File: config.mk
export PLATFORM = sky130hd
export DESIGN_NAME = dmrbo_core
export DESIGN_NICKNAME = d
export VERILOG_FILES = /design/src/hdl/dmrbo_pkg.sv /design/src/hdl/dmrbo_core.sv
export SDC_FILE = /design/constraint.sdc
export NUM_CORES = 1
export LEC_CHECK = 0
export BUFFER_PORTS_ARGS = -buffer_cell sky130_fd_sc_hd__clkbuf_2
export CELL_PAD_IN_SITES_DETAIL_PLACEMENT = 0
export CELL_PAD_IN_SITES_GLOBAL_PLACEMENT = 2
export CORE_MARGIN = 1.5
export CORE_UTILIZATION = 32
export CTS_CLUSTER_DIAMETER = 150
export DETAILED_ROUTE_END_ITERATION = 6
export PLACE_DENSITY_LB_ADDON = 0.1
export SLEW_MARGIN = 0
export SYNTH_ARGS = -nofsm -noshare
export SYNTH_HDL_FRONTEND = slang
export SYNTH_SLANG_ARGS = --single-unit
File: constraint.sdc
create_clock -name core_clk -period 5.2 [get_ports core_clk]
set_clock_uncertainty 0.15 [all_clocks]
set_input_delay 0.26 -clock core_clk [delete_from_list [all_inputs] [get_ports core_clk]]
set_output_delay 0.26 -clock core_clk [all_outputs]
set_load 0.01 [all_outputs]
File: src/hdl/dmrbo_pkg.sv
/*
 * dmrbo_pkg: constants and carrier types for the mode register decode block.
 * Assumes a single 40 MHz core clock and commands already decoded to pin levels.
 */
package dmrbo_pkg;

  // burst length field codes
  localparam logic [1:0] BL_FIXED_EIGHT = 2'h0;
  localparam logic [1:0] BL_ON_THE_FLY  = 2'h1;
  localparam logic [1:0] BL_FIXED_CHOP  = 2'h2;

  // field positions, first mode register
  localparam int MR0_BL_LSB    = 0;
  localparam int MR0_CL_LOW    = 2;
  localparam int MR0_BTYPE     = 3;
  localparam int MR0_CL_HI_LSB = 4;
  localparam int MR0_DLL_RST   = 8;
  localparam int MR0_WR_LSB    = 9;
  localparam int MR0_PD_FAST   = 12;

  // field positions, second mode register
  localparam int MR1_DLL_DIS   = 0;
  localparam int MR1_DRV_LOW   = 1;
  localparam int MR1_RTT_A     = 2;
  localparam int MR1_AL_LSB    = 3;
  localparam int MR1_DRV_HIGH  = 5;
  localparam int MR1_RTT_B     = 6;
  localparam int MR1_WLEV      = 7;
  localparam int MR1_RTT_C     = 9;
  localparam int MR1_QOFF      = 12;

  localparam int ADDR_W        = 16;
  localparam int CHOP_PIN      = 12;
  localparam int CHOP_PULL_IN  = 2;    // clocks earlier for fixed chop
  localparam int DLL_RST_CYC   = 1;    // cycles the loop reset pulse stands

  localparam logic [15:0] MR_RESET = 16'h0000;

  typedef struct packed {
    logic [15:0] mode_reg_zero;
    logic [15:0] mode_reg_one;
    logic        in_self_refresh;
    logic        in_burst;
    logic        burst_is_read;
    logic        burst_chop;
    logic [2:0]  start_col;
    logic [2:0]  beat;
    logic [2:0]  beat_col;
    logic        beat_valid;
    logic        beat_drive;
    logic        dll_reset_pulse;
  } dmrbo_state_t;

  typedef struct packed {
    logic        burst_chop_four;
    logic        interleaved;
    logic [3:0]  read_column_delay;
    logic [2:0]  wr_code;
    logic        fast_exit;
    logic        loop_enabled;
    logic [1:0]  drive_strength;
    logic [2:0]  rtt_nom;
    logic [1:0]  additive_sel;
    logic        write_level;
    logic        output_off;
  } dmrbo_cfg_t;

endpackage : dmrbo_pkg

File: src/hdl/dmrbo_core.sv
/*
 * dmrbo_core: captures the first two mode registers from mode-register-set
 * commands, decodes them and sequences beat column order for each burst.
 * Assumes command pins are synchronous to core_clk (sampled by this clock).
 */
// Overview of operation
// - burst type bit picks sequential or interleaved
// - length field: fixed chop, eight, or per-command
// - sequential eight reads wrap within nibble groups
// - interleaved eight reads: column equals start xor n
// - chopped reads drive first four, float rest
// - chopped writes: column bit two picks half
// - eight-beat writes ascend zero to seven
// - fixed chop starts write timing two clocks early
// - loop reset bit clears itself after use
// - recovery field sets auto precharge delay
// - power-down exit speed follows bit twelve
// - second register written with bank zero high
// - loop off in self refresh, back after
// - drive impedance from bits one and five
// - additive delay added to read/write delays
// - disconnect bit floats all data outputs
// - first register written with all banks low
// - read column delay from bits two, four-six
`timescale 1ns/1ps
`default_nettype none
module dmrbo_core (
  input  wire logic                     core_clk,          // command clock
  input  wire logic                     arst_n,            // async reset, active low
  input  wire logic                     cs_n,              // chip select, low active
  input  wire logic                     ras_n,             // row strobe, low active
  input  wire logic                     cas_n,             // column strobe, low active
  input  wire logic                     we_n,              // write enable, low active
  input  wire logic [2:0]               bank_addr,         // bank address
  input  wire logic [15:0]              addr,              // address lines
  input  wire logic                     self_refresh,      // device in self refresh
  output logic                          beat_valid,        // a beat slot is active
  output logic [2:0]                    beat_col,          // column of current beat
  output logic                          beat_drive,        // drivers on this slot
  output logic                          beat_is_read,      // current burst is a read
  output logic                          dll_reset_pulse,   // loop reset strobe
  output logic                          loop_running,      // loop enabled and running
  output logic                          outputs_off,       // data and strobe disconnected
  output logic [3:0]                    read_delay_total,  // additive plus read column
  output logic [3:0]                    write_delay_total, // additive plus write column
  input  wire logic [3:0]               write_column_delay,// from third register
  output logic [4:0]                    auto_precharge_wr, // recovery clocks
  output logic                          fast_exit,         // power-down exit is fast
  output logic [1:0]                    drive_strength,    // output impedance select
  output logic [2:0]                    rtt_nom,           // nominal termination code
  output logic                          write_level,       // write leveling mode
  output logic [1:0]                    write_pull_in,     // clocks write timing starts early
  output dmrbo_pkg::dmrbo_cfg_t         cfg                // decoded configuration
);

  dmrbo_pkg::dmrbo_state_t st;
  dmrbo_pkg::dmrbo_state_t next_st;
  dmrbo_pkg::dmrbo_cfg_t   dec;

  // column of beat n for a start column
  function automatic logic [2:0] order_col(input logic [2:0] start, input logic [2:0] n,
                                          input logic il);
    logic [2:0] r;
    r = 3'h0;
    if (il) begin
      r = start ^ n;
    end else begin
      r[2]   = start[2] ^ n[2];
      r[1:0] = 2'(start[1:0] + n[1:0]);
    end
    return r;
  endfunction : order_col

  // recovery code to clocks; code zero reads as the largest
  function automatic logic [4:0] wr_clocks(input logic [2:0] code);
    logic [4:0] w;
    w = 5'h10;
    unique case (code)
      3'h0: w = 5'h10;
      3'h1: w = 5'h05;
      3'h2: w = 5'h06;
      3'h3: w = 5'h07;
      3'h4: w = 5'h08;
      3'h5: w = 5'h0a;
      3'h6: w = 5'h0c;
      3'h7: w = 5'h0e;
    endcase
    return w;
  endfunction : wr_clocks

  logic mrs_cmd;
  logic rw_cmd;
  logic is_read;
  logic cmd_chop;

  always_comb begin
    dec.burst_chop_four  = (st.mode_reg_zero[1:0] == dmrbo_pkg::BL_FIXED_CHOP);
    dec.interleaved      = st.mode_reg_zero[dmrbo_pkg::MR0_BTYPE];
    dec.read_column_delay = {st.mode_reg_zero[dmrbo_pkg::MR0_CL_LOW],
                             st.mode_reg_zero[dmrbo_pkg::MR0_CL_HI_LSB +: 3]};
    dec.wr_code          = st.mode_reg_zero[dmrbo_pkg::MR0_WR_LSB +: 3];
    dec.fast_exit        = st.mode_reg_zero[dmrbo_pkg::MR0_PD_FAST];
    dec.loop_enabled     = ~st.mode_reg_one[dmrbo_pkg::MR1_DLL_DIS];
    dec.drive_strength   = {st.mode_reg_one[dmrbo_pkg::MR1_DRV_HIGH],
                            st.mode_reg_one[dmrbo_pkg::MR1_DRV_LOW]};
    dec.rtt_nom          = {st.mode_reg_one[dmrbo_pkg::MR1_RTT_C],
                            st.mode_reg_one[dmrbo_pkg::MR1_RTT_B],
                            st.mode_reg_one[dmrbo_pkg::MR1_RTT_A]};
    dec.additive_sel     = st.mode_reg_one[dmrbo_pkg::MR1_AL_LSB +: 2];
    dec.write_level      = st.mode_reg_one[dmrbo_pkg::MR1_WLEV];
    dec.output_off       = st.mode_reg_one[dmrbo_pkg::MR1_QOFF];
  end

  logic [3:0] additive;
  always_comb begin
    // additive delay is zero, read delay less one, or less two
    unique case (dec.additive_sel)
      2'h1:    additive = 4'(dec.read_column_delay - 4'h1);
      2'h2:    additive = 4'(dec.read_column_delay - 4'h2);
      default: additive = 4'h0;
    endcase
  end

  always_comb begin
    mrs_cmd  = ~cs_n & ~ras_n & ~cas_n & ~we_n;
    rw_cmd   = ~cs_n & ras_n & ~cas_n;
    is_read  = we_n;
    unique case (st.mode_reg_zero[1:0])
      dmrbo_pkg::BL_FIXED_CHOP: cmd_chop = 1'b1;
      dmrbo_pkg::BL_ON_THE_FLY: cmd_chop = ~addr[dmrbo_pkg::CHOP_PIN];
      default:                  cmd_chop = 1'b0;
    endcase
  end

  always_comb begin
    next_st = st;
    next_st.dll_reset_pulse = 1'b0;
    next_st.in_self_refresh = self_refresh;
    // loop reset bit acts once then self-clears; a new write in the same
    // cycle comes after, so a fresh reset request is never lost
    if (st.mode_reg_zero[dmrbo_pkg::MR0_DLL_RST]) begin
      next_st.mode_reg_zero[dmrbo_pkg::MR0_DLL_RST] = 1'b0;
      next_st.dll_reset_pulse = 1'b1;
    end
    if (mrs_cmd && bank_addr == 3'h0) begin
      next_st.mode_reg_zero = addr;
    end
    if (mrs_cmd && bank_addr == 3'h1) begin
      next_st.mode_reg_one = addr;
    end
    // burst beat sequencing
    if (st.in_burst) begin
      next_st.beat = 3'(st.beat + 3'h1);
      if (st.beat == 3'h7) begin
        next_st.in_burst   = 1'b0;
        next_st.beat_valid = 1'b0;
        next_st.beat_drive = 1'b0;
      end
    end
    if (st.in_burst && st.beat != 3'h7) begin
      next_st.beat_col   = st.burst_is_read ?
                           order_col(st.start_col, 3'(st.beat + 3'h1), dec.interleaved) :
                           {st.start_col[2], 2'(st.beat[1:0] + 2'h1)} ^
                           {st.start_col[2] ? 1'b0 : (st.beat[2] | &st.beat[1:0]), 2'h0};
      next_st.beat_drive = st.burst_is_read & ~dec.output_off &
                           ~(st.burst_chop & (st.beat >= 3'h3));
    end
    if (rw_cmd && !st.in_burst) begin
      next_st.in_burst      = 1'b1;
      next_st.burst_is_read = is_read;
      next_st.burst_chop    = cmd_chop;
      next_st.beat          = 3'h0;
      next_st.beat_valid    = 1'b1;
      // writes ignore low column bits; chop keeps bit two only
      next_st.start_col     = is_read ? addr[2:0] :
                              (cmd_chop ? {addr[2], 2'h0} : 3'h0);
      next_st.beat_col      = is_read ? addr[2:0] :
                              (cmd_chop ? {addr[2], 2'h0} : 3'h0);
      next_st.beat_drive    = is_read & ~dec.output_off;
    end
  end

  always_ff @(posedge core_clk or negedge arst_n) begin
    if (!arst_n) begin
      st <= '0;
      st.mode_reg_zero <= dmrbo_pkg::MR_RESET;
      st.mode_reg_one  <= dmrbo_pkg::MR_RESET;
    end else begin
      st <= next_st;
    end
  end

  // write beats: ascending within the chosen half or full eight
  assign beat_valid        = st.beat_valid;
  assign beat_col          = st.beat_col;
  assign beat_drive        = st.beat_drive;
  assign beat_is_read      = st.burst_is_read;
  assign dll_reset_pulse   = st.dll_reset_pulse;
  assign loop_running      = dec.loop_enabled & ~st.in_self_refresh;
  assign outputs_off       = dec.output_off;
  assign read_delay_total  = 4'(additive + dec.read_column_delay);
  assign write_delay_total = 4'(additive + write_column_delay);
  assign auto_precharge_wr = wr_clocks(dec.wr_code);
  assign fast_exit         = dec.fast_exit;
  assign drive_strength    = dec.drive_strength;
  assign rtt_nom           = dec.rtt_nom;
  assign write_level       = dec.write_level;
  // only fixed chop pulls in; per-command chop keeps eight-beat timing
  assign write_pull_in     = dec.burst_chop_four ? 2'(dmrbo_pkg::CHOP_PULL_IN) : 2'h0;
  assign cfg               = dec;

endmodule : dmrbo_core
`default_nettype wire

==> results.ini, run 1 <==
[status]
status=finished with violations
violations=negative hold slack

[detailed_routing]
drc_errors=0
initialDrtViolationCount=33
num_vias=1652
vias_per_cell=4.382
first_pass_iters=4
drt-total-wl_mm=4.816
wl_per_cell_um=12.77
ant_nets=0

[clock_network]
clk_pin_slew_ps=70
cts_tree=built
postCtsSetupBuffers=0
cts-root-buf=clkbuf_8
cts_made_buffers=5
cts_max_level=2
clk_path_buf_depth=2
cts.sinks=38
post_cts_resized=0
clk_latency_ps=280

[placement]
dp_slack_ps=2487
post-dp-hpwl_mm=3.729
gp_congestion=0.7295
port_buffers=76

[global_route]
overflow=0
grt_max_degree=39
antenna_found_initial=0
grt_pass1_wl_mm=7.631
grt_pass1_vias=1510
track_usage=0.1294

[job]
max-cap-violations=0

[yosys]
yosys_warnings=0
avgSynthCellArea_um2=10.04
synth_fp_nets=280
synth_seq_cells=38
synth-seq-area-share=0.4101
synth_cells=231
synthDistinctLibCells=42
netlist_area_um2=2318

[finish]
drive_gt1_frac=0.3665
area_delta_synth_final_pct=14.09
diodes=0
nets=330

[sta]
final.setup.worst_slack_ps=2220
holdWs_ps=-23.26
setup_violations=0
fmax_mhz=335.6
min_period_ps=2980
hold_viol=38
max_slew.worst_pin.slew_ps=971.2
drv_slew=0
grt_setup_unrepaired=false
relSlewSlack=0.3525
fin_crit_sh=0.5731
setup_tns_ps=0

[worst_setup_path]
r2r-start=st[6]$_DFFE_PN0P_
critPathMaxFanout=5
cp_top_family=compound AO/OA/AOI/OAI gates
crit_slowest_cell=dfrtp_1
worstSetupStartpointType=flop
path_buf_inv=3
slowest_delay_ps=420
end_kind=output pin
cp.required_ps=4790
cp.arrival_ps=2570
critical_path_class=reg -> out
r2r_slack_ps=3250
critical_path_depth=11
crit_start=cfg[15]$_DFFE_PN0P_
rr_worst_depth=6
crit_chain=inv_1, ha_1, o22ai_1, nand2b_1, inv_1, ha_1, a21o_1, a21oi_1, xnor2_1, xnor2_1, clkbuf_2

[hold_path]
hold_path_class=in -> async

[floorplan]
die_h_um=88.12
initial_core_util=0.3357
ioPinCount=81
coreArea_um2=6907
rows=30
die-area_um2=7765
die_x_um=88.12

[power]
p_leak_nw=1.438
ir_drop_mv=0.2139
powerDensity_nw_per_um2=404.3

==> worst register-to-register path, delay by kind of cell (launching register included) <==
| kind | cells | cell delay [ps] |
|---|---|---|
| flip-flops | 1 | 440 |
| AND/OR/NAND/NOR | 1 | 310 |
| adder cells (fa/ha/maj) | 2 | 470 |
| AO/OA/AOI/OAI | 3 | 500 |
==> layout by cell type (no fill, tap or decap), drive strengths merged, types with 3 or more instances in the layout <==
cell type and instances:
xnor2 6, clkbuf 83, inv 23, o21ai 16, dfrtp 38, nand2 26
a21oi 9, nor2 12, nand2b 3, mux2 16, ha 17, a211oi 3
==> registers in the layout (all words and copies together), names as in the netlist <==
name,count
cfg,18
beat_drive,1
beat_col,3
st,13
dll_reset_pulse,1
beat_is_read,1
beat_valid,1
==> timing repair <==
| item | 4_1_cts | 5_1_grt |
|---|---|---|
| hold buffers | 1 | 0 |
| setup endpoints to repair | 0 | 0 |
| hold endpoints to repair | 1 | 0 |
==> per-stage QoR <==
step                area (um^2)  total power, mW  utilization  hold slack, ps  std cells
finish                     2645            1.069       0.3830          -23.26        377
global route               2645            1.171       0.3830           22.45        377
CTS                        2645            1.095       0.3830           20.16        377
detailed placement         2559           0.8984       0.3705           188.1        369
global placement           2559           0.8933       0.3705           184.2        369
floorplan                  2318           0.7867            -          -185.6        231
==> layout make-up <==
type / count / area, um^2
Fill cell: 773 / 4262
Multi-Input combinational cell: 136 / 1021
Sequential cell: 38 / 950.9
Timing Repair Buffer: 77 / 390.4
Tap cell: 96 / 120.1
Inverter: 23 / 86.33
Clock buffer: 7 / 76.32
==> cells by family after synthesis <==
kind of cell,after synthesis,synth area share
buffers and inverters,57,0.1495
AO/OA/AOI/OAI,42,0.1106
XOR/XNOR,7,0.02644
multiplexers,17,0.09498
flip-flops,38,0.4101
AND/OR/NAND/NOR,50,0.09768
other,1,0.001617
adder cells (fa/ha/maj),19,0.1090
==> synthesized netlist by cell type (all sizes together) <==
library cell,number,area share
dfrtp,38,0.41
buf,33,0.11
nand2,26,0.042
inv,23,0.037
ha,17,0.092
mux2,16,0.091
o21ai,16,0.035
nor2,12,0.023
a21oi,9,0.019
xnor2,6,0.023
a211oi,3,0.0097
nand2b,3,0.0081
a211o,2,0.0076
a21o,2,0.0070
a31oi,2,0.0054
and3,2,0.0076
fa,2,0.017
nand3,2,0.0043
o22ai,2,0.0054
a2bb2oi,1,0.0038
a31o,1,0.0038
and2,1,0.0027
clkbuf,1,0.0016
conb,1,0.0016
mux2i,1,0.0043
nand4,1,0.0027
nor2b,1,0.0027
nor3,1,0.0022
o211a,1,0.0043
o211ai,1,0.0032
o21bai,1,0.0032
o31ai,1,0.0032
or2,1,0.0027
xor2,1,0.0038
==> path summary, 6_finish.rpt <==
check	to
setup / recovery	write_delay_total[3]
hold / removal	cfg[11]$_DFFE_PN0P_
setup reg to reg	beat_drive$_DFFE_PN0P_
hold reg to reg	dll_reset_pulse$_DFF_PN0_
max in group asynchronous	cfg[10]$_DFFE_PN0P_
min in group core_clk	st[40]$_DFF_PN0_
==> routing by layer <==
| layer | vias up | GRT usage | share of wire | wire (um) |
|---|---|---|---|---|
| met1 | 778 | 0.1745 | 0.46 | 2237 |
| met3 | 2 | 0.03487 | 0.055 | 263 |
| met2 | 41 | 0.2040 | 0.48 | 2300 |
| met5 | - | 0 | 0 | 0 |
| met4 | 0 | 0.03835 | 0.0031 | 15 |
| li1 | 831 | - | - | - |
==> power by group <==
| part | internal (mW) | total (mW) | switching [mW] |
|---|---|---|---|
| Combinational | 0.200 | 0.437 | 0.237 |
| Sequential | 0.373 | 0.445 | 0.0714 |
| Clock | 0.0923 | 0.188 | 0.0956 |
No activity file was read; power rests on OpenSTA's default activity.
==> run 2, diff against run 1 <==
--- a/config.mk
+++ b/config.mk
@@ -5,11 +5,12 @@
 export SDC_FILE = /design/constraint.sdc
 export NUM_CORES = 1
 export LEC_CHECK = 0
+export ABC_AREA = 1
 export BUFFER_PORTS_ARGS = -buffer_cell sky130_fd_sc_hd__clkbuf_2
 export CELL_PAD_IN_SITES_DETAIL_PLACEMENT = 0
 export CELL_PAD_IN_SITES_GLOBAL_PLACEMENT = 2
 export CORE_MARGIN = 1.5
-export CORE_UTILIZATION = 32
+export CORE_UTILIZATION = 26
 export CTS_CLUSTER_DIAMETER = 150
 export DETAILED_ROUTE_END_ITERATION = 6
 export PLACE_DENSITY_LB_ADDON = 0.1
==> constraint.sdc (replaced) <==
create_clock -name core_clk -period 2.4 [get_ports core_clk]
set_clock_uncertainty 0.15 [all_clocks]
set_input_delay 0.12 -clock core_clk [delete_from_list [all_inputs] [get_ports core_clk]]
set_output_delay 0.12 -clock core_clk [all_outputs]
set_load 0.01 [all_outputs]
==> results.ini, run 2 <==
[sta]
fin_crit_sh=1.049
drv_slew=0  ; unchanged
setup_tns_ps=-231.1  ; was 0 ps
fmax_mhz=397.3
hold_viol=0  ; was 38
max_slew.worst_pin.slew_ps=560.5  ; was 971.2 ps
grt_setup_unrepaired=true  ; was false
final.setup.worst_slack_ps=-117.3  ; was 2220 ps
min_period_ps=2517
relSlewSlack=0.6264  ; was 0.3525
setup_violations=2  ; was 0

[finish]
diodes=0  ; unchanged
final_common_cell=clkbuf_2  ; unchanged
area_delta_synth_final_pct=35.08  ; was 14.09%
drive_gt1_frac=0.4050  ; was 0.3665
stdcell_area_um2=3223  ; was 2645 um^2
layout_common_cells=clkbuf_2, nand2_1, dfrtp_1  ; was clkbuf_2, dfrtp_1, nand2_1
largest_reg_flops=18  ; unchanged
nets=411  ; was 330

[yosys]
yosys_most_used_dff=dfrtp_1  ; unchanged
yosys_warnings=0  ; unchanged
synth_seq_cells=38  ; unchanged
synthDistinctLibCells=33  ; was 42
synthTopCellsByCount=nand2_1, dfrtp_1, inv_1  ; was dfrtp_1, buf_4, nand2_1
synthTopCellsByArea=dfrtp_1, buf_4, ha_1  ; unchanged
synth-seq-area-share=0.3985  ; was 0.4101
synth_cells=276  ; was 231
synth_most_common_cell=nand2_1  ; was dfrtp_1
ys_async_sr_fraction=1.000  ; unchanged
synth_fp_nets=325  ; was 280
netlist_area_um2=2386  ; was 2318 um^2
yosys.area.top_type=dfrtp_1  ; unchanged
synth_edf_count=0  ; unchanged
synth_top_area_share=0.3985  ; was 0.4101
avgSynthCellArea_um2=8.645  ; was 10.04 um^2

[floorplan]
ioPinCount=81  ; unchanged
die-area_um2=9760  ; was 7765 um^2
die_x_um=98.80  ; was 88.12 um
initial_core_util=0.2710  ; was 0.3357
die_h_um=98.80  ; was 88.12 um
coreArea_um2=8806  ; was 6907 um^2
rows=34  ; was 30

[worst_setup_path]
cp.arrival_ps=2250  ; was 2570 ps
crit_slowest_cell=dfrtp_1  ; unchanged
path_buf_inv=3  ; unchanged
cp_top_family=simple AND/OR/NAND/NOR gates  ; was compound AO/OA/AOI/OAI gates
critPathMaxFanout=3  ; was 5
cp.required_ps=2130  ; was 4790 ps
end_kind=output pin  ; unchanged
crit_chain=inv_1, ha_4, or2_4, a21oi_4, ha_4, a21oi_4, nand2_1, nand2_1, nand2_1, o21ai_1, nand2_1, inv_1, buf_2  ; was inv_1, ha_1, o22ai_1, nand2b_1, inv_1, ha_1, a21o_1, a21oi_1, xnor2_1, xnor2_1, clkbuf_2
worstSetupStartpointType=flop  ; unchanged
cp_common_cell=nand2_1
slowest_delay_ps=380  ; was 420 ps
critical_path_class=reg -> out  ; unchanged

[placement]
post_dp_cell_area_um2=2745  ; was 2559 um^2
post-dp-hpwl_mm=4.548  ; was 3.729 mm
port_buffers=76  ; unchanged
gp_congestion=0.7163  ; was 0.7295
dp_slack_ps=-46.02  ; was 2487 ps

[clock_network]
cts_tree=built  ; unchanged
cts-root-buf=clkbuf_8  ; unchanged
clk_path_buf_depth=2  ; unchanged
cts_made_buffers=5  ; unchanged
cts_max_level=2  ; unchanged
clk_pin_slew_ps=80  ; was 70 ps
cts.sinks=38  ; unchanged
clk_latency_ps=290  ; was 280 ps

[status]
violations=design-rule violations, negative setup slack  ; was negative hold slack
status=finished with violations  ; unchanged

[power]
clock_power_share=0.163  ; was 0.176
switching_share=0.3962  ; was 0.3779
power.switching_mw=1.110  ; was 404.2 uW
powerDensity_nw_per_um2=869.6  ; was 404.3 nW/um^2
p_leak_nw=1.689  ; was 1.438 nW
seq_power_share=0.339  ; was 0.416
ir_drop_mv=0.3486  ; was 0.2139 mV
p_comb_frac=0.498  ; was 0.408
p_int_mw=1.692  ; was 665.2 uW

[detailed_routing]
top_layer=met4  ; unchanged
ant_nets=0  ; unchanged
drc_errors=7  ; was 0
wl_met1_mm=2.674  ; was 2.237 mm
vias_per_cell=4.289  ; was 4.382
num_vias=2020  ; was 1652
routed-wl-met2_mm=2.885  ; was 2.300 mm
wl_per_cell_um=12.41  ; was 12.77 um
wl_met3_um=242  ; was 263 um
initialDrtViolationCount=40  ; was 33
first_pass_iters=6  ; was 4
drt-total-wl_mm=5.847  ; was 4.816 mm

[global_route]
grt_max_degree=21  ; was 39
grt_pass1_wl_mm=9.584  ; was 7.631 mm
antenna_found_initial=0  ; unchanged
overflow=0  ; unchanged
grt_pass1_vias=1980  ; was 1510
track_usage=0.1227  ; was 0.1294

[job]
max-cap-violations=0  ; unchanged

[hold_path]
hold_path_class=in -> reg  ; was in -> async

run 2: cell count changes after synthesis, moves of 6 or more:
cell	delta
nand3_1	+11
nand2_1	+30
inv_1	+14
mux2_4	-6
o21ai_0	+10
run 2: cell type report:
class / instances / area (um^2)
fillers: 949 / 5583
inverters: 39 / 150.1
repair buffers: 111 / 695.7
clock buffers: 7 / 86.33
clock inverters: 1 / 5.005
multi-input cells: 167 / 1200
flip-flops and latches: 38 / 950.9
well taps: 108 / 135.1
run 2: cells by family after synthesis:
logic type	synth area share
xor gates and xnor gates	0.01101
buffers and inverters	0.1683
DFF	0.3985
muxes	0.03618
and+or+nand+nor	0.1877
AOI/OAI and AO/OA	0.09072
adders and majority gates	0.1059
other	0.001572
run 2: tightest hold or removal path, stage by stage:
cell,delay (ps)
clkbuf_2,130
nand3_1,90
nand3_1,70
run 2: power groups by stage:
| stage | sequential (mW) | combinational (mW) | clock [mW] |
|---|---|---|---|
| after floorplan | 0.946 | 0.853 | 0 |
| after global placement | 0.961 | 1.21 | 0 |
| after detailed placement | 0.964 | 1.20 | 0 |
| after CTS | 0.952 | 1.30 | 0.481 |
| after global routing | 0.977 | 1.58 | 0.507 |
| final | 0.950 | 1.39 | 0.458 |
run 2: worst paths after layout:
check | startpoint | end | slack [ps] | depth (start not counted)
min reg2reg | st[40]$_DFF_PN0_ | dll_reset_pulse$_DFF_PN0_ | 200 | 0
min in group asynchronous | arst_n | cfg[13]$_DFFE_PN0P_ | 200 | 2
min | we_n | beat_drive$_DFFE_PN0P_ | 10 | 3
max | cfg[16]$_DFFE_PN0P_ | write_delay_total[3] | -120 | 13
max reg2reg | st[6]$_DFFE_PN0P_ | beat_col[2]$_DFFE_PN0P_ | 750 | 8
max in group asynchronous | arst_n | cfg[14]$_DFFE_PN0P_ | 1320 | 3
run 2: per-stage QoR:
stage	power (mW)	cells	util	hold slack [ps]
6_report	2.803	471	0.3660	11.79
5_1_grt	3.063	471	0.3660	21.00
4_1_cts	2.732	466	0.3494	8.949
3_5_place_dp	2.162	441	0.3117	-5.912
3_3_place_gp	2.170	441	0.3117	-3.156
2_1_floorplan	1.799	276	-	-325.6
run 2: per-layer routing:
metal,vias to the layer above,GRT usage
met5,-,0
met4,0,0.02637
met3,5,0.02624
met2,44,0.2133
met1,953,0.1569
li1,1018,-
run 2: timing repair:
item | 4_1_cts | 5_1_grt
endpoints found under the hold margin | 42 | 0
buffers inserted | 2 | 7
gates resized for setup | 18 | 28
pin swaps | 6 | 10
hold buffers | 15 | 0
setup endpoints to repair | 6 | 6
==> run 3, diff against run 2 <==
--- a/config.mk
+++ b/config.mk
@@ -9,8 +9,9 @@
 export BUFFER_PORTS_ARGS = -buffer_cell sky130_fd_sc_hd__clkbuf_2
 export CELL_PAD_IN_SITES_DETAIL_PLACEMENT = 0
 export CELL_PAD_IN_SITES_GLOBAL_PLACEMENT = 2
-export CORE_MARGIN = 1.5
-export CORE_UTILIZATION = 26
+export CORE_MARGIN = 10
+export CORE_UTILIZATION = 27
+export CTS_BUF_LIST = sky130_fd_sc_hd__clkbuf_4
 export CTS_CLUSTER_DIAMETER = 150
 export DETAILED_ROUTE_END_ITERATION = 6
 export PLACE_DENSITY_LB_ADDON = 0.1
==> results.ini, run 3 (synthesis gave the netlist of run 2 again) <==
[sta]
fmax_mhz=379.7  ; was 397.3 MHz
relSlewSlack=0.6642  ; was 0.6264
holdWs_ps=48.51  ; was 11.79 ps
max_slew.worst_pin.slew_ps=503.7  ; was 560.5 ps
hold_viol=0  ; unchanged
setup_violations=6  ; was 2
min_period_ps=2634  ; was 2517 ps
final.setup.worst_slack_ps=-234.0  ; was -117.3 ps
drv_slew=0  ; unchanged
grt_setup_unrepaired=true  ; unchanged
fin_crit_sh=1.097  ; was 1.049

[worst_setup_path]
crit_slowest_cell=dfrtp_1  ; unchanged
critical_path_class=reg -> out  ; unchanged
cp.arrival_ps=2360  ; was 2250 ps
critPathMaxFanout=3  ; unchanged
crit_chain=buf_6, ha_4, inv_2, or2_4, a21oi_4, ha_4, a21oi_4, nand2_1, nand2_2, nand2_1, o21ai_1, nand2_1, inv_1, buf_2  ; was inv_1, ha_4, or2_4, a21oi_4, ha_4, a21oi_4, nand2_1, nand2_1, nand2_1, o21ai_1, nand2_1, inv_1, buf_2
cp_common_cell=nand2_1  ; unchanged
cp.required_ps=2130  ; about the same
worstSetupStartpointType=flop  ; unchanged
end_kind=output pin  ; unchanged
slowest_delay_ps=430  ; was 380 ps

[floorplan]
die-area_um2=13000  ; was 9760 um^2
die_h_um=114.0  ; was 98.80 um
initial_core_util=0.2749  ; was 0.2710
rows=34  ; unchanged
coreArea_um2=8678  ; was 8806 um^2
ioPinCount=81  ; unchanged
die_x_um=114.0  ; was 98.80 um

[power]
total_power_mw=2.924  ; was 2.803 mW
p_leak_nw=1.727  ; was 1.689 nW
ir_drop_mv=0.3965  ; was 0.3486 mV
powerDensity_nw_per_um2=891.6  ; was 869.6 nW/um^2

[finish]
final_common_cell=clkbuf_2  ; unchanged
area_delta_synth_final_pct=37.44  ; was 35.08%
diodes=0  ; unchanged
drive_gt1_frac=0.4162  ; was 0.4050
layout_common_cells=clkbuf_2, nand2_1, dfrtp_1  ; unchanged
utilization=0.3779  ; was 0.3660
nets=418  ; was 411
largest_reg_flops=18  ; unchanged
layoutNonFillerInstCount=478  ; was 471

[placement]
placed_cells=442  ; was 441
port_buffers=76  ; unchanged
post-dp-hpwl_mm=5.144  ; was 4.548 mm
gp_congestion=0.7310  ; was 0.7163
dp_slack_ps=-81.31  ; was -46.02 ps

[global_route]
grt_max_degree=20  ; was 21
grt_use_met3=0.03517  ; was 0.02624
gr-max-usage-layer=met2  ; unchanged
grt_pass1_vias=2196  ; was 1980
grt_pass1_wl_mm=11.08  ; was 9.584 mm
track_usage=0.1029  ; was 0.1227
met2_usage=0.1686  ; was 0.2133
antenna_found_initial=0  ; unchanged
grtUsageMet1=0.1260  ; was 0.1569
overflow=0  ; unchanged

[clock_network]
cts.sinks=38  ; unchanged
cts_max_level=2  ; unchanged
clk_path_buf_depth=2  ; unchanged
clk_pin_slew_ps=140  ; was 80 ps
cts_made_buffers=5  ; unchanged
cts-root-buf=clkbuf_4  ; was clkbuf_8
clk_latency_ps=340  ; was 290 ps
cts_tree=built  ; unchanged

[detailed_routing]
num_vias=2017  ; was 2020
wl_per_cell_um=13.79  ; was 12.41 um
drc_errors=0  ; was 7
drt-total-wl_mm=6.594  ; was 5.847 mm
ant_nets=0  ; unchanged
initialDrtViolationCount=62  ; was 40
first_pass_iters=4  ; was 6
vias_per_cell=4.220  ; was 4.289

[job]
max-cap-violations=0  ; unchanged

[status]
status=finished with violations  ; unchanged
violations=negative setup slack  ; was design-rule violations, negative setup slack

[hold_path]
hold_path_class=in -> reg  ; unchanged

[run 3: cell types whose count changed in the layout (fill, tap and decap cells not counted), sizes merged]
cell | before | now
dlygate4sd3 | 15 | 18
clkbuf | 78 | 76
bufinv | 0 | 2
buf | 25 | 29
[run 3: metal layers]
layer | vias up | wire length (um)
met5 | - | 0
met4 | 0 | 90
met3 | 7 | 487
met2 | 49 | 3062
met1 | 927 | 2954
li1 | 1034 | -
[run 3: repair_timing]
item,in CTS,in global routing
pin swaps,12,5
gates resized for setup,32,13
endpoints found under the setup margin,6,6
hold endpoints to repair,61,0
hold buffers,18,0
buffers inserted,3,7
[run 3: final cells by class]
| cell class | count | area [um^2] |
|---|---|---|
| fill | 928 | 5399 |
| multi-input combinational | 167 | 1181 |
| sequential | 38 | 950.9 |
| timing repair buffer | 118 | 758.2 |
| inverter | 39 | 147.6 |
| tap | 108 | 135.1 |
| clock inverter | 3 | 68.82 |
| clock buffer | 5 | 37.54 |
[run 3: worst paths after layout]
check	from	end	slack, ps	depth (start not counted)
min reg2reg	st[40]$_DFF_PN0_	dll_reset_pulse$_DFF_PN0_	220	0
max in group asynchronous	arst_n	cfg[17]$_DFFE_PN0P_	1440	3
max reg2reg	st[6]$_DFFE_PN0P_	beat_drive$_DFFE_PN0P_	480	6
max	cfg[3]$_DFFE_PN0P_	write_delay_total[3]	-230	14
min	ras_n	beat_valid$_DFFE_PN0P_	50	3
min in group asynchronous	arst_n	st[32]$_DFFE_PN0P_	100	2
[run 3: through the flow]
step / area (um^2) / setup TNS, ps
final: 3279 / -686.9
after detailed placement: 2753 / -126.7
after CTS: 3196 / -757.9
after global placement: 2753 / -54.29
after floorplan: 2386 / 0
after global routing: 3279 / -1564
[run 3: worst max-delay path, delay by kind of cell, from the launching register on]
family                   cells  cell delay [ps]
AND/OR/NAND/NOR              5              480
flip-flops                   1              430
AO/OA/AOI/OAI                3              410
adder cells (fa/ha/maj)      2              380
buffers and inverters        4              310
[run 3: power by group]
part | internal, mW | leakage, nW | switching (mW)
Clock | 0.326 | 0.0554 | 0.234
Sequential | 0.815 | 0.453 | 0.129
Combinational | 0.657 | 1.22 | 0.763
